## src/fbc_params.svh

```systemverilog
/*
  Timing counts and encodings for the parallel flash bus controller.
  Assumes a 250 MHz system clock; every count derives from a time in ns.
*/
`ifndef FBC_PARAMS_SVH
`define FBC_PARAMS_SVH

`define FBC_CLK_PERIOD_NS 4
// Access time from chip select to valid data, ns
`define FBC_T_CE_NS 70
`define FBC_CE_CYC (((`FBC_T_CE_NS) + (`FBC_CLK_PERIOD_NS) - 1) / (`FBC_CLK_PERIOD_NS))
// Access time from output gate to valid data, ns
`define FBC_T_OE_NS 30
`define FBC_OE_CYC (((`FBC_T_OE_NS) + (`FBC_CLK_PERIOD_NS) - 1) / (`FBC_CLK_PERIOD_NS))
// Write strobe low width, ns
`define FBC_T_WP_NS 35
`define FBC_WP_CYC (((`FBC_T_WP_NS) + (`FBC_CLK_PERIOD_NS) - 1) / (`FBC_CLK_PERIOD_NS))
// Write strobe high recovery, ns
`define FBC_T_WPH_NS 30
`define FBC_WPH_CYC (((`FBC_T_WPH_NS) + (`FBC_CLK_PERIOD_NS) - 1) / (`FBC_CLK_PERIOD_NS))
// Reset pin low pulse width, ns
`define FBC_T_RP_NS 500
`define FBC_RP_CYC (((`FBC_T_RP_NS) + (`FBC_CLK_PERIOD_NS) - 1) / (`FBC_CLK_PERIOD_NS))
// Recovery after reset pin release before a read, ns
`define FBC_T_RH_NS 50
`define FBC_RH_CYC (((`FBC_T_RH_NS) + (`FBC_CLK_PERIOD_NS) - 1) / (`FBC_CLK_PERIOD_NS))
// Timer width
`define FBC_TMR_W 8
// Number of address lines A20..A0
`define FBC_ADDR_W 21
`define FBC_DATA_W 16
// Boost pin level codes
`define FBC_BOOST_LOW 2'h0
`define FBC_BOOST_HIGH 2'h1
`define FBC_BOOST_ELEV 2'h2

`endif

```

## src/fbc_pkg.sv

```systemverilog
/*
  Types for the parallel flash bus controller.
  Assumes fbc_params.svh is on the include path.
*/
`include "fbc_params.svh"

package fbc_pkg;

  typedef enum logic [1:0] {
    FBC_OP_READ = 2'h0,
    FBC_OP_WRITE = 2'h1,
    FBC_OP_RESET = 2'h2
  } fbc_op_type;

  // One request from the user side
  typedef struct packed {
    fbc_op_type op;
    logic byte_mode;
    logic [`FBC_ADDR_W:0] addr;   // Bit 0 is the byte lane bit in byte width
    logic [`FBC_DATA_W-1:0] wdata;
  } fbc_req_type;

  // Levels driven to the device control pins
  typedef struct packed {
    logic chip_sel_n;
    logic out_gate_n;
    logic wr_strobe_n;
    logic reset_n;
    logic width_word;
  } fbc_ctl_type;

  typedef enum logic [2:0] {
    FBC_ST_IDLE = 3'h0,
    FBC_ST_RD_WAIT = 3'h1,
    FBC_ST_WR_LOW = 3'h2,
    FBC_ST_WR_HIGH = 3'h3,
    FBC_ST_RST_LOW = 3'h4,
    FBC_ST_RST_REC = 3'h5
  } fbc_state_type;

endpackage : fbc_pkg

```

## src/fbc_timer.sv

```systemverilog
/*
  Down counter giving the controller its pin timing intervals.
  Assumes load and the count come from logic on the same clock.
*/
`timescale 1ns/1ps
`default_nettype none

module fbc_timer
  import fbc_pkg::*;
(
  input wire logic clock,
  input wire logic sys_rst,
  input wire logic load,
  input wire logic [`FBC_TMR_W-1:0] count,
  output logic done
);

  logic [`FBC_TMR_W-1:0] cnt_r;
  logic [`FBC_TMR_W-1:0] cnt_nxt;

  // Load wins over counting so a new interval starts cleanly
  always_comb begin
    cnt_nxt = cnt_r;
    if (load) begin
      cnt_nxt = count;
    end else if (cnt_r != '0) begin
      cnt_nxt = cnt_r - 1'b1;
    end
  end

  always_ff @(posedge clock) begin
    if (sys_rst) begin
      cnt_r <= '0;
    end else begin
      cnt_r <= cnt_nxt;
    end
  end

  // Done ignores load: the sequencer loads on done, so a load term would loop back
  assign done = (cnt_r == '0);

endmodule : fbc_timer

`default_nettype wire

```

## src/fbc_ctrl.sv

```systemverilog
/*
  Host-side controller for an asynchronous parallel flash: turns user
  read, write and reset requests into chip select, output gate, write
  strobe, reset and data pin sequences, and drives the boost pin level.
  Assumes the flash pins are outside the clock domain and a pad ring
  resolves the data pins from the enable.
*/
// How it works
// [RULE1] Elevated boost level selects accelerated programming
// [RULE2] Word width drives A20..A0, byte adds lane
// [RULE3] Boost low keeps outer boot sectors protected
// [RULE4] Width select high uses all sixteen lines
// [RULE5] Byte width: top line carries lane bit
// [RULE6] Reads: select, gate low, strobe high
// [RULE7] After reset, reads return array data directly
// [RULE8] Array data until a command write
// [RULE9] Writes: strobe, select low, gate high
// [RULE10] Program data width follows width select
// [RULE11] Fast program takes two write cycles
// [RULE12] Erase by sector, several, or whole device
// [RULE13] Identification codes read on low eight lines
// [RULE14] Busy status read on low eight lines
// [RULE15] Elevated level enters fast program, unprotects all
// [RULE16] Boost pin elevated only for fast program
// [RULE17] Standby keeps outputs off whatever gate does
// [RULE18] Read after standby waits full select access
// [RULE19] Deselect during busy lets operation finish
// [RULE20] Gate high turns device outputs off
// [RULE21] Reset pulse aborts, tri-states, returns to array
`timescale 1ns/1ps
`default_nettype none

module fbc_ctrl
  import fbc_pkg::*;
(
  input wire logic clock,
  input wire logic sys_rst,
  input wire logic req_valid,
  output logic req_ready,
  input wire fbc_req_type req,
  input wire logic boost_req,
  input wire logic boost_fast_prog,
  output logic rsp_valid,
  output logic [`FBC_DATA_W-1:0] rsp_data,
  output logic [`FBC_ADDR_W-1:0] addr_pins,
  output fbc_ctl_type ctl_pins,
  output logic [1:0] protect_boost_pin,
  input wire logic [`FBC_DATA_W-1:0] data_in,
  output logic [`FBC_DATA_W-1:0] data_out,
  output logic [`FBC_DATA_W-1:0] data_oe
);

  localparam logic [`FBC_TMR_W-1:0] CE_CYC = `FBC_TMR_W'(`FBC_CE_CYC);
  localparam logic [`FBC_TMR_W-1:0] WP_CYC = `FBC_TMR_W'(`FBC_WP_CYC);
  localparam logic [`FBC_TMR_W-1:0] WPH_CYC = `FBC_TMR_W'(`FBC_WPH_CYC);
  localparam logic [`FBC_TMR_W-1:0] RP_CYC = `FBC_TMR_W'(`FBC_RP_CYC);
  localparam logic [`FBC_TMR_W-1:0] RH_CYC = `FBC_TMR_W'(`FBC_RH_CYC);

  fbc_state_type state_r, state_nxt;
  fbc_req_type cur_r, cur_nxt;
  fbc_ctl_type ctl_r, ctl_nxt;
  logic [`FBC_ADDR_W-1:0] addr_r, addr_nxt;
  logic [`FBC_DATA_W-1:0] dout_r, dout_nxt;
  logic [`FBC_DATA_W-1:0] doe_r, doe_nxt;
  logic [`FBC_DATA_W-1:0] rdata_r, rdata_nxt;
  logic rvalid_r, rvalid_nxt;
  logic [1:0] boost_r, boost_nxt;
  logic [`FBC_DATA_W-1:0] din_meta_r, din_sync_r;
  logic tmr_load;
  logic [`FBC_TMR_W-1:0] tmr_count;
  logic tmr_done;

  fbc_timer u_timer (
    .clock(clock),
    .sys_rst(sys_rst),
    .load(tmr_load),
    .count(tmr_count),
    .done(tmr_done)
  );

  // Data pins come from another timing domain; two flops before use
  always_ff @(posedge clock) begin
    if (sys_rst) begin
      din_meta_r <= '0;
      din_sync_r <= '0;
    end else begin
      din_meta_r <= data_in;
      din_sync_r <= din_meta_r;
    end
  end

  // Boost level: elevated only when asked for fast program, never floating
  always_comb begin
    boost_nxt = `FBC_BOOST_LOW; // [RULE3]
    if (boost_req && boost_fast_prog) begin
      boost_nxt = `FBC_BOOST_ELEV; // [RULE1] [RULE15] [RULE16]
    end else if (boost_req) begin
      boost_nxt = `FBC_BOOST_HIGH;
    end
  end

  // Request sequencer; one access at a time keeps strobes mutually exclusive
  always_comb begin
    state_nxt = state_r;
    cur_nxt = cur_r;
    ctl_nxt = ctl_r;
    addr_nxt = addr_r;
    dout_nxt = dout_r;
    doe_nxt = doe_r;
    rdata_nxt = rdata_r;
    rvalid_nxt = 1'b0;
    tmr_load = 1'b0;
    tmr_count = '0;
    case (state_r)
      FBC_ST_IDLE: begin
        // Standby between accesses: select high, data released
        ctl_nxt.chip_sel_n = 1'b1; // [RULE17] [RULE19]
        ctl_nxt.out_gate_n = 1'b1;
        ctl_nxt.wr_strobe_n = 1'b1;
        doe_nxt = '0;
        if (req_valid) begin
          cur_nxt = req;
          ctl_nxt.width_word = !req.byte_mode; // [RULE4] [RULE10]
          addr_nxt = req.addr[`FBC_ADDR_W:1]; // [RULE2]
          tmr_load = 1'b1;
          case (req.op)
            FBC_OP_READ: begin
              ctl_nxt.chip_sel_n = 1'b0; // [RULE6]
              ctl_nxt.out_gate_n = 1'b0;
              tmr_count = CE_CYC; // [RULE18]
              if (req.byte_mode) begin
                dout_nxt = {req.addr[0], 15'h0000}; // [RULE5]
                doe_nxt = 16'h8000;
              end
              state_nxt = FBC_ST_RD_WAIT;
            end
            FBC_OP_WRITE: begin
              ctl_nxt.chip_sel_n = 1'b0; // [RULE9]
              ctl_nxt.wr_strobe_n = 1'b0;
              tmr_count = WP_CYC; // [RULE11] [RULE12]
              if (req.byte_mode) begin
                dout_nxt = {req.addr[0], 7'h00, req.wdata[7:0]}; // [RULE5] [RULE10]
                doe_nxt = 16'h80FF;
              end else begin
                dout_nxt = req.wdata;
                doe_nxt = 16'hFFFF;
              end
              state_nxt = FBC_ST_WR_LOW;
            end
            FBC_OP_RESET: begin
              ctl_nxt.reset_n = 1'b0; // [RULE21]
              tmr_count = RP_CYC;
              state_nxt = FBC_ST_RST_LOW;
            end
            default: begin
              tmr_load = 1'b0;
              state_nxt = FBC_ST_IDLE;
            end
          endcase
        end
      end
      FBC_ST_RD_WAIT: begin
        if (tmr_done) begin
          // Array, identification or status data alike; low byte only in byte width
          if (cur_r.byte_mode) begin
            rdata_nxt = {8'h00, din_sync_r[7:0]}; // [RULE13] [RULE14]
          end else begin
            rdata_nxt = din_sync_r; // [RULE8]
          end
          rvalid_nxt = 1'b1;
          ctl_nxt.chip_sel_n = 1'b1;
          ctl_nxt.out_gate_n = 1'b1; // [RULE20]
          doe_nxt = '0;
          state_nxt = FBC_ST_IDLE;
        end
      end
      FBC_ST_WR_LOW: begin
        if (tmr_done) begin
          ctl_nxt.wr_strobe_n = 1'b1;
          tmr_load = 1'b1;
          tmr_count = WPH_CYC;
          state_nxt = FBC_ST_WR_HIGH;
        end
      end
      FBC_ST_WR_HIGH: begin
        if (tmr_done) begin
          ctl_nxt.chip_sel_n = 1'b1;
          doe_nxt = '0;
          rvalid_nxt = 1'b1;
          state_nxt = FBC_ST_IDLE;
        end
      end
      FBC_ST_RST_LOW: begin
        if (tmr_done) begin
          ctl_nxt.reset_n = 1'b1;
          tmr_load = 1'b1;
          tmr_count = RH_CYC; // [RULE7]
          state_nxt = FBC_ST_RST_REC;
        end
      end
      FBC_ST_RST_REC: begin
        if (tmr_done) begin
          rvalid_nxt = 1'b1;
          state_nxt = FBC_ST_IDLE;
        end
      end
      default: begin
        state_nxt = FBC_ST_IDLE;
      end
    endcase
  end

  always_ff @(posedge clock) begin
    if (sys_rst) begin
      state_r <= FBC_ST_IDLE;
      cur_r <= '0;
      ctl_r <= 5'h1F;
      addr_r <= '0;
      dout_r <= '0;
      doe_r <= '0;
      rdata_r <= '0;
      rvalid_r <= 1'b0;
      boost_r <= `FBC_BOOST_LOW;
    end else begin
      state_r <= state_nxt;
      cur_r <= cur_nxt;
      ctl_r <= ctl_nxt;
      addr_r <= addr_nxt;
      dout_r <= dout_nxt;
      doe_r <= doe_nxt;
      rdata_r <= rdata_nxt;
      rvalid_r <= rvalid_nxt;
      boost_r <= boost_nxt;
    end
  end

  assign req_ready = (state_r == FBC_ST_IDLE);
  assign rsp_valid = rvalid_r;
  assign rsp_data = rdata_r;
  assign addr_pins = addr_r;
  assign ctl_pins = ctl_r;
  assign protect_boost_pin = boost_r;
  assign data_out = dout_r;
  assign data_oe = doe_r;
endmodule : fbc_ctrl

`default_nettype wire

```

## config.mk

```make
export PLATFORM = sky130hd
export DESIGN_NAME = fbc_ctrl
export DESIGN_NICKNAME = d
export VERILOG_FILES = /design/src/fbc_pkg.sv /design/src/fbc_timer.sv /design/src/fbc_ctrl.sv
export VERILOG_INCLUDE_DIRS = /design/src
export SDC_FILE = /design/constraint.sdc
export NUM_CORES = 1
export LEC_CHECK = 0
export BUFFER_PORTS_ARGS = -buffer_cell sky130_fd_sc_hd__buf_2
export CELL_PAD_IN_SITES_DETAIL_PLACEMENT = 0
export CELL_PAD_IN_SITES_GLOBAL_PLACEMENT = 1
export CORE_MARGIN = 2
export CORE_UTILIZATION = 35
export CTS_BUF_LIST = sky130_fd_sc_hd__clkbuf_8
export DETAILED_ROUTE_END_ITERATION = 8
export PLACE_DENSITY_LB_ADDON = 0.05
export SLEW_MARGIN = 5
export SYNTH_ARGS = -nofsm -noshare
export SYNTH_HDL_FRONTEND = slang
export SYNTH_SLANG_ARGS = --single-unit
export TNS_END_PERCENT = 100
```

## constraint.sdc

```tcl
create_clock -name clock -period 1.86 [get_ports clock]
set_input_delay 0.186 -clock clock [delete_from_list [all_inputs] [get_ports clock]]
set_output_delay 0.186 -clock clock [all_outputs]
set_load 0.01 [all_outputs]
```

======== Yosys cells after proc, flatten, opt, wreduce, memory -nomap -nowiden ========
Index checks and enable logic that the tools add are counted.
cells by class
  $add $sub $neg .......................... 1
  $mul .................................... 0
  div/mod/pow operators ................... 0
  order comparisons ....................... 0
  eq/ne operators ......................... 16
  shifts and indexed selects .............. 0
  mux-type cells .......................... 40
  bitwise logic cells ..................... 1
  reduce and logical (&&, ||, !) cells .... 29
operators by type and width
  operator                                              count
  2-to-1 mux 16 bit                                     6
  case mux 16 bit (2 select lines)                      3
  case mux 7 bit (3 select lines)                       2
  2-to-1 mux 8 bit                                      2
  2-to-1 mux 15 bit                                     1
  2-to-1 mux 3 bit                                      4
  != test 2 bit (second input constant)                 6
  case mux 3 bit (4 select lines)                       1
  AND reduction 4 bit                                   3
  nonzero test 2 bit                                    6
  AND reduction 2 bit                                   5
  OR reduction 2 bit                                    5
  2-to-1 mux 1 bit                                      9
  case mux 3 bit (3 select lines)                       1
  logical NOT 8 bit                                     1
  2-to-1 mux 4 bit                                      2
  case mux 1 bit (2 select lines)                       4
  nonzero test 8 bit                                    1
  subtractor 8 x 1 -> 8 bit (second input constant)     1
  2-to-1 mux 7 bit                                      1
  equality test 3 x 2 -> 1 bit (second input constant)  2
  equality test 3 bit (second input constant)           2
  != test 2 x 1 -> 1 bit (second input constant)        3
  OR reduction 3 bit                                    2
  other kinds (13)                                      14
storage, ports and cells
  flip-flop bits (word level) ............. 121
  bits in latches ......................... 0
  bits in writable memories ............... 0
  memory bits (read-only) ................. 0
  bits of input ports ..................... 62
  word-level logic and storage cells ...... 104
  memories ................................ 0

======== Longest topological paths before layout ========
Gate-level depths: netlist (run 1).
  word-level depth ........................ 6
  mapped depth ............................ 8

======== By module ========
A second synthesis (run 1) with hierarchy kept.
second synthesis, totals
  cell total of the unflattened synthesis .. 456
  area total of the unflattened synthesis .. 4,121.5 um2
by module, submodules not included
  module     instances  cells each  area each (um2)
  fbc_ctrl   1          403         3,646.0
  fbc_timer  1          53          475.5

======== Worst setup path after synthesis (run 1) ========
Ideal clock, no wire load.
  path kind ............................... reg-to-reg
  start ................................... register u_timer.cnt_r[0]
  end ..................................... register rdata_r[13], in the netlist rsp_data[13]
  library setup time ...................... 0.070 ns
  data arrival time ....................... 1.720 ns
  data required time ...................... 1.790 ns
  path slack .............................. 0.070 ns
  stages on the path, launching flop included .. 8
  buffers on the path ..................... 1
  period minus slack after synthesis ...... 1.790 ns
  path through ............................ dfxtp_1 > inv_1 > ha_1 > nor3b_4 > nand4_4 > buf_6 > or3b_1 > a21oi_1
on the way
  longest elaborated chain between the ends .. 2
ends and longest elaborated chain
  item                           RTL line         RTL
  from (decl)                    fbc_timer.sv:18  logic [`FBC_TMR_W-1:0] cnt_r;
  from (signal assigned)         fbc_timer.sv:35  cnt_r <= cnt_nxt;
  logical NOT 8 bit              fbc_timer.sv:40  assign done = (cnt_r == '0);
  AND reduction 2 bit (no line)  n/a
  to (signal assigned)           fbc_ctrl.sv:231  rdata_r <= rdata_nxt;
  to (decl)                      fbc_ctrl.sv:65   logic [`FBC_DATA_W-1:0] rdata_r, rdata_nxt;
No other way between the ends.
A chain may end at the register's enable or synchronous reset.

======== Worst setup path in the final report (run 1) ========
  start ................................... register u_timer.cnt_r[1]
  end ..................................... register rdata_r[10], in the netlist rsp_data[10]
Same word-level chain as after synthesis.

==> flow_summary.yaml, run 1 <==
logic_synthesis:
  synth_edf_count: 0
  ys_async_sr_fraction_pct: 0
  synth_top_flop_cell: "dfxtp_1"
  synth_nets: 531
  synth_area_um2: 4250
  ys_warn_count: 0
  synth.distinct_cells: 56
  synth-seq-cells: 108
  syn_inst: 461
  avgSynthCellArea_um2: 9.21
  synth.yosys.seq_area_share_pct: 50.9
run:
  drv_cap: 0
finish:
  areaGrowthSynthToFinish_pct: 28.7
  nNetsFinal: 675
  stdcell_count: 757
  mostFrequentLayoutCells: "138 x buf_2, 106 x dfxtp_1, 71 x nand2_1, 50 x a21oi_1, 33 x nor2b_1"
  diodes: 0
  layout-drive-gt1-share_pct: 32.5
  final_common_cell: "buf_2"
critical_path:
  crit_fanout: 13
  cp_slowest_stage_delay_ps: 520
  cp-startpoint: "u_timer.cnt_r[1]"
  end_kind: "flip-flop"
  arrival_ps: 2130
  r2r-start: "u_timer.cnt_r[1]"
  cp-endpoint: "rsp_data[10]"
  required_ps: 2170
  r2r_slack_ps: 30
  reg2reg_depth: 6
  cp_slowest_cell: "or3b_2"
  path_class: "reg -> reg"
  r2r_end: "rsp_data[10]"
  startpoint_type: "flip-flop"
  worstPathCellList: "inv_1 > ha_1 > nor3b_4 > nand4_4 > or3b_2 > a21oi_1"
global_routing:
  grt_pass1_vias: 3418
  gr-usage-all-layers_pct: 16.2
  grt_overflow: 0
  grt_pass1_wl_um: 16800
  grt_start_max_net_pins: 60
  antenna_found_initial: 1
detailed_routing:
  dr_wl_met3_um: 733
  vias: 3579
  viasPerCell: 4.73
  met2_length_um: 4830
  postRouteAntennaNets: 0
  highest_layer: "met4"
  wl_met1_um: 4630
  wirelength_um: 10300
  drtIter0Drc: 170
  wl_per_cell_um: 13.6
  drc: 0
  firstDrtPassIters: 4
power_and_ir_drop:
  clkPwrFrac_pct: 22.9
  power_leakage_nw: 2.49
  powerDensity_nw_per_um2: 1200
  peakVddDrop_uv: 666
  combPwrFrac_pct: 33.7
  intPower_w: 0.00423
  p_sw_share_pct: 35.6
  p_sw_w: 0.00234
  seq_power_share_pct: 43.4
die:
  die_width_um: 114
  initial_core_util_pct: 35.7
  ios: 140
  rows: 40
  core_um2: 11900
  die_h_um: 114
  dieArea_um2: 13000
clock_network:
  htreeDepth: 3
  numCtsBuffers: 9
  insertion_delay_ps: 380
  cts_sinks: 108
  cts.path.max_buffers: 2
  clkSlewWorstSetupHoldPaths_ps: 110
  cts_tree: "done"
  cts_root_buf: "clkbuf_8"
hold_path:
  min_path_cells: 2
  min_path_type: "in -> reg"
sta:
  max-slew-margin-rel_pct: 57.2
  setup_violations: 0
  layout_setup_ws_ps: 31.7
  worst_pin_slew_ps: 642
  period_needed_ps: 1830
  drv_slew: 0
  finalHoldViolCount: 0
  rsz0062_at_grt: "true"
  fin_crit_sh_pct: 98.3
  fmax_mhz: 547
  fin_skew_ps: 15.2
run_status:
  status: "completed"
placement:
  dpl.hpwl_um: 7180
  place_congestion: 0.782
  placed_cells: 725
  dp_slack_ps: 39.3
  place.port_buffers: 139
## repair_timing
item | 4_1_cts | 5_1_grt
pin swaps | 0 | 1
resized for setup | 0 | 4
hold buffers | 13 | 0
setup endpoints to repair | 5 | 16
buffers inserted | 2 | 1
endpoints found under the hold margin | 13 | 0
## metrics by stage
stage	TNS [ps]	hold WS, ps	cell area (um^2)	total power [W]	util (%)
floorplan	0	262	4250	0.00433	-
finish	0	22.1	5460	0.00657	45.9
global route	-305	5.21	5460	0.00702	45.9
detailed placement	0	385	5090	0.00507	42.8
global placement	0	391	5090	0.00506	42.8
CTS	0	0.714	5450	0.00663	45.8
## critical path: cells and delay by family, from the launching register on
| family | cells | cell delay, ps |
|---|---|---|
| and+or+nand+nor | 3 | 1010 |
| DFF | 1 | 340 |
| adders and majority gates | 1 | 170 |
| AOI/OAI and AO/OA | 1 | 150 |
| buffers and inverters | 1 | 80 |
## synth_stat cells (all sizes together) (6+ instances only)
master  count  share of area (%)
mux2i       9                2.1
clkbuf     21                1.9
nand2      72                6.4
nand3      10                1.2
dfxtp     108                 51
nor2b      33                4.9
a21boi     11                1.9
inv         7               0.62
nor3        6               0.71
or3b        8                1.7
o21ai      10                1.2
ha          8                2.4
a31oi      10                1.5
a21oi      50                5.9
buf        23                3.7
nor2       23                2.0
## routing by layer
| layer | up-vias | global-route usage [%] |
|---|---|---|
| li1 | 1837 | - |
| met1 | 1653 | 20.0 |
| met2 | 79 | 26.0 |
| met3 | 10 | 7.25 |
| met4 | 0 | 4.15 |
| met5 | - | 0 |
## final cells by class
type	count	area (um^2)
fill	1216	6450
tap	147	184
timing repair buffer	177	1050
sequential	108	2160
multi-input combinational	302	1830
clock buffer	9	124
clock inverter	7	86.3
inverter	7	26.3
## worst min path at each step
stage / start / endpoint
after floorplan: boost_fast_prog / protect_boost_pin[0]
after global placement: boost_fast_prog / protect_boost_pin[0]
after detailed placement: boost_fast_prog / protect_boost_pin[0]
after CTS: data_in[1] / din_meta_r[1]
after global routing: req[30] / addr_pins[13]
final: data_in[1] / din_meta_r[1]
## power by group through the flow
stage	logic (W)	clock network (W)	registers (W)
3_5_place_dp	0.00216	0	0.00290
3_3_place_gp	0.00217	0	0.00289
6_report	0.00221	0.00150	0.00285
4_1_cts	0.00221	0.00157	0.00285
2_1_floorplan	0.00146	0	0.00287
5_1_grt	0.00246	0.00166	0.00290
## flip-flops by register name (all words and copies together), names as in the netlist, 2 cells and up
signal             cells
rsp_data              16
din_sync_r            16
state_r                3
addr_pins             21
protect_boost_pin      2
data_out              16
din_meta_r            16
data_oe                3
u_timer.cnt_r          8
ctl_pins               5
## logic make-up after synthesis
group,count (synthesis),synth area share (%)
adder cells (fa/ha/maj),8,2.36
buffers and inverters,51,6.19
AO/OA/AOI/OAI,105,15.1
AND/OR/NAND/NOR,176,22.4
XOR/XNOR,3,0.619
multiplexers,10,2.39
flip-flops,108,50.9
Power figures use the tool's default switching activity.
==> inputs of run 2 (changes only) <==
Settings changed: CORE_UTILIZATION 35 to 41, GPL_TIMING_DRIVEN from default to 0, HOLD_SLACK_MARGIN from default to 0.12.
Clock period 1.86 ns to 2.4 ns, I/O delays scaled along.
==> flow_summary.yaml, run 2 (synthesized netlist as in run 1, its figures left out) <==
run_status:
  status: "completed"
global_routing:
  grt_pass1_wl_um: 18600
  grt_start_max_net_pins: 20
  grt_pass1_vias: 3939
  antenna_found_initial: 0
  grt_overflow: 0
  gr-usage-all-layers_pct: 20.9
critical_path:
  r2r_slack_ps: 310
  required_ps: 2710
  cp_slowest_cell: "nor3b_4"
  path_delay_family: "simple AND/OR/NAND/NOR gates"
  r2r_end: "rsp_data[15]"
  worstPathCellList: "inv_1 > ha_1 > nor3b_4 > nand4_4 > buf_6 > or3b_1 > a21oi_1"
  cp_slowest_stage_delay_ps: 450
  reg2reg_depth: 7
  arrival_ps: 2400
  r2r-start: "u_timer.cnt_r[0]"
  startpoint_type: "flip-flop"
  crit_fanout: 10
  end_kind: "flip-flop"
  path_class: "reg -> reg"
  crit_buf_inv: 2
sta:
  fin_skew_ps: 14.6
  setup_violations: 0
  drv_slew: 0
  fin_crit_sh_pct: 86.9
  period_needed_ps: 2090
  setup_tns_ps: 0
  rsz0062_at_grt: "false"
  worst_hold_slack_ps: 136
  fmax_mhz: 479
  worst_pin_slew_ps: 587
  max-slew-margin-rel_pct: 60.8
  finalHoldViolCount: 0
clock_network:
  insertion_delay_ps: 390
  cts.path.max_buffers: 2
  cts_root_buf: "clkbuf_8"
  cts_sinks: 108
  numCtsBuffers: 9
  clkSlewWorstSetupHoldPaths_ps: 110
  cts_tree: "done"
  htreeDepth: 3
hold_path:
  min_path_type: "in -> reg"
  hp-start: "req[0]"
  holdPathEnd: "data_out[0]"
  min_path_cells: 3
finish:
  nNetsFinal: 734
  layout-drive-gt1-share_pct: 28.6
  mostFrequentLayoutCells: "144 x buf_2, 108 x dfxtp_1, 71 x nand2_1, 54 x dlygate4sd3_1, 50 x a21oi_1"
  fill_cells: 988
  largest_reg_flops: 21
  final_common_cell: "buf_2"
  diodes: 0
  areaGrowthSynthToFinish_pct: 37.9
detailed_routing:
  drtIter0Drc: 131
  wirelength_um: 11200
  drc: 0
  viasPerCell: 4.86
  firstDrtPassIters: 4
  postRouteAntennaNets: 0
  wl_per_cell_um: 13.9
  vias: 3905
power_and_ir_drop:
  power_leakage_nw: 2.67
  intPower_w: 0.00323
  powerDensity_nw_per_um2: 866
  combPwrFrac_pct: 34.2
  clkPwrFrac_pct: 23.3
  p_sw_w: 0.00184
  p_sw_share_pct: 36.3
  seq_power_share_pct: 42.5
  peakVddDrop_uv: 405
die:
  dieArea_um2: 11200
  core_um2: 10200
  rows: 37
  die_width_um: 106
  ios: 140
  initial_core_util_pct: 41.7
  die_h_um: 106
placement:
  place.port_buffers: 138
  place_congestion: 0.808
  dpl.hpwl_um: 7800
run:
  drv_cap: 0
run 2: worst reg2reg max path, delay by kind of cell (launching register included):
family / cells / cell delay, ps
AOI/OAI and AO/OA: 1 / 160
and+or+nand+nor: 3 / 1030
DFF: 1 / 330
buffers and inverters: 2 / 320
adders and majority gates: 1 / 180
run 2: repair_timing:
action | 4_1_cts | 5_1_grt
hold buffers | 54 | 0
gates resized for setup | 0 | 0
setup buffers | 0 | 0
endpoints found under the hold margin | 53 | 0
run 2: cell type report:
class	count	area (um^2)	share of cell area, %
clock inverter	6	82.6	1.41
timing repair buffer	192	1230	21.0
multi-input combinational	302	1820	31.1
clock buffer	9	124	2.12
tap	136	170	2.91
sequential	108	2160	36.9
inverter	7	26.3	0.449
buffer	44	236	4.04
run 2: how the worst max path moves through the flow:
stage	start	endpoint	slack, ps	depth (start not counted)
global route	u_timer.cnt_r[0]	rsp_data[15]	200	7
global placement	req[39]	data_out[7]	290	9
finish	u_timer.cnt_r[0]	rsp_data[15]	310	7
detailed placement	req[39]	data_out[6]	290	9
floorplan	u_timer.cnt_r[0]	rsp_data[13]	610	7
CTS	u_timer.cnt_r[0]	rsp_data[15]	310	7
run 2: through the flow:
step | instance area, um^2 | total power (W) | util (%) | setup slack (ps) | instances
after floorplan | 4250 | 0.00335 | - | 610 | 461
after global placement | 5110 | 0.00384 | 50.1 | 291 | 735
after detailed placement | 5110 | 0.00386 | 50.1 | 289 | 735
after CTS | 5850 | 0.00510 | 57.5 | 307 | 804
after global routing | 5850 | 0.00541 | 57.5 | 199 | 804
final | 5850 | 0.00507 | 57.5 | 314 | 804
run 2: power by group through the flow:
stage / clock network, W / registers [W] / logic (W)
after CTS: 0.00121 / 0.00215 / 0.00174
after global placement: 0 / 0.00219 / 0.00166
after global routing: 0.00128 / 0.00219 / 0.00194
final: 0.00118 / 0.00216 / 0.00174
after detailed placement: 0 / 0.00220 / 0.00166
after floorplan: 0 / 0.00222 / 0.00113
run 2: per-layer routing:
| layer | GRT usage (%) | share of wire (%) | up-vias |
|---|---|---|---|
| met5 | 0 | 0 | - |
| met4 | 5.73 | 1.3 | 0 |
| met3 | 6.74 | 6.4 | 13 |
| met2 | 36.7 | 50 | 95 |
| met1 | 24.3 | 43 | 1841 |
| li1 | - | - | 1956 |
==> inputs of run 3 (changes only) <==
Settings changed: ABC_AREA from default to 1, CORE_UTILIZATION 41 to 40.
==> flow_summary.yaml, run 3 <==
run_status:
  status: "completed"
die:
  initial_core_util_pct: 41.1
  die_h_um: 107
  ios: 140
  die_width_um: 107
  core_um2: 10300
  rows: 37
  dieArea_um2: 11400
critical_path:
  required_ps: 2640
  end_kind: "flip-flop"
  cp_slowest_stage_delay_ps: 320
  cpMostUsedCell: "nand3_1"
  path_class: "reg -> reg"
  worstPathCellList: "inv_1 > ha_1 > nand3_1 > inv_1 > nand2_4 > nor2_8 > inv_4 > buf_6 > nand3_1 > nand3_1"
  cp_slowest_cell: "dfxtp_1"
  crit_fanout: 10
  startpoint_type: "flip-flop"
  arrival_ps: 2050
global_routing:
  grt_start_max_net_pins: 21
  grt_pass1_vias: 3719
  grt_pass1_wl_um: 17400
  antenna_found_initial: 0
  gr-usage-all-layers_pct: 19.0
  grt_overflow: 0
clock_network:
  cts_sinks: 108
  cts.path.max_buffers: 2
  htreeDepth: 3
  post_cts.repair.setup_buffers: 0
  ctsResizeCount: 0
  numCtsBuffers: 9
  insertion_delay_ps: 360
  cts_tree: "done"
  clkSlewWorstSetupHoldPaths_ps: 100
  cts_hold_buf: 49
  cts_root_buf: "clkbuf_8"
finish:
  largest_reg_flops: 21
  final_common_cell: "buf_2"
  final_area_um2: 5800
  areaGrowthSynthToFinish_pct: 36.7
  diodes: 0
  post-route-util_pct: 56.2
  mostFrequentLayoutCells: "142 x buf_2, 115 x nor2_1, 108 x dfxtp_1, 76 x nand2_1, 54 x inv_1"
  nNetsFinal: 816
  layout-drive-gt1-share_pct: 25.7
logic_synthesis:
  synth.distinct_cells: 31
  yosysTopAreaCell: "dfxtp_1"
  synth_top_flop_cell: "dfxtp_1"
  synth_top_area_share_pct: 51.0
  yosysMostFrequentCell: "nor2_1"
  synth_area_leaders: "dfxtp_1 51%, nor2_1 10%, nand2_1 6.7%"
  synth_edf_count: 0
  synth_area_um2: 4240
  ys_async_sr_fraction_pct: 0
  avgSynthCellArea_um2: 7.75
  ys_warn_count: 0
  synth_commonest_cells: "115 x nor2_1, 108 x dfxtp_1, 76 x nand2_1"
  synth_nets: 617
  syn_inst: 547
  synth.yosys.seq_area_share_pct: 51.0
  synth-seq-cells: 108
placement:
  placed_cell_area_um2: 5110
  dpl.hpwl_um: 7730
  place_congestion: 0.786
  place.port_buffers: 139
sta:
  period_needed_ps: 1810
  worst_hold_slack_ps: 132
  setup_tns_ps: 0
  drv_slew: 0
  fin_skew_ps: 8.40
  finalHoldViolCount: 0
  rsz0062_at_grt: "false"
  max-slew-margin-rel_pct: 61.6
  fin_crit_sh_pct: 75.6
  worst_pin_slew_ps: 576
  setup_violations: 0
  fmax_mhz: 551
detailed_routing:
  wl_per_cell_um: 11.9
  vias: 3987
  firstDrtPassIters: 5
  drtIter0Drc: 188
  viasPerCell: 4.49
  wirelength_um: 10600
  postRouteAntennaNets: 0
  drc: 0
power_and_ir_drop:
  peakVddDrop_uv: 332
  total_power_w: 0.00546
  powerDensity_nw_per_um2: 942
  power_leakage_nw: 2.91
run:
  drv_cap: 0
hold_path:
  min_path_type: "in -> reg"
-- run 3: changes by cell type after synthesis, sizes merged, moves of 9 or more --
cell    change
a21boi     -11
a21oi      -11
a31oi      -10
clkbuf      -9
inv        +51
mux2i       -9
nand2       +9
nand3      +34
nor2       +99
nor2b      -33
o21ai      +28
-- run 3: layer usage --
metal | track usage [%] | share of wire [%] | vias to the layer above
met5 | 0 | 0 | -
met2 | 32.4 | 47 | 102
met3 | 3.83 | 5.4 | 10
li1 | - | - | 2105
met1 | 24.4 | 47 | 1770
met4 | 5.57 | 0.93 | 0
-- run 3: logic make-up (layout without fill, tap and decap cells) --
logic type                 after synthesis  in the layout  share of synthesized area (%)
AOI/OAI and AO/OA                       80             80                           9.62
xor gates and xnor gates                 2              2                          0.413
adders and majority gates                8              8                           2.36
buffers and inverters                   93            297                           10.2
DFF                                    108            108                           51.0
and+or+nand+nor                        256            256                           26.4
-- run 3: worst paths after layout --
check | start | end | slack, ps | depth (start not counted)
hold reg to reg | din_meta_r[4] | din_sync_r[4] | 410 | 2
setup / recovery | u_timer.cnt_r[0] | ctl_pins[3] | 590 | 10
setup reg to reg | u_timer.cnt_r[0] | ctl_pins[3] | 590 | 10
hold / removal | req[12] | data_out[12] | 130 | 3
-- run 3: area by class of cell --
cell class	instances	area [um^2]
multi-input combinational	346	1640
clock inverter	6	63.8
buffer	34	210
inverter	59	224
clock buffer	10	138
sequential	108	2160
timing repair buffer	188	1190
fill	1008	4530
tap	136	170
-- run 3: power breakdown --
| group | internal [W] | switching (W) |
|---|---|---|
| sequential | 0.00207 | 0.000154 |
| clock | 0.000435 | 0.000662 |
| combinational | 0.000786 | 0.00135 |
-- run 3: critical path, delay by kind of cell, from the launching register on --
| family | cells | cell delay (ps) |
|---|---|---|
| buffers and inverters | 4 | 560 |
| adder cells (fa/ha/maj) | 1 | 180 |
| AND/OR/NAND/NOR | 5 | 640 |
| flip-flops | 1 | 320 |
-- run 3: stage by stage --
| stage | worst slack, ps | std cells |
|---|---|---|
| after global placement | 525 | 822 |
| after floorplan | 812 | 547 |
| after detailed placement | 486 | 822 |
| after CTS | 555 | 887 |
| final | 586 | 887 |
| after global routing | 368 | 887 |
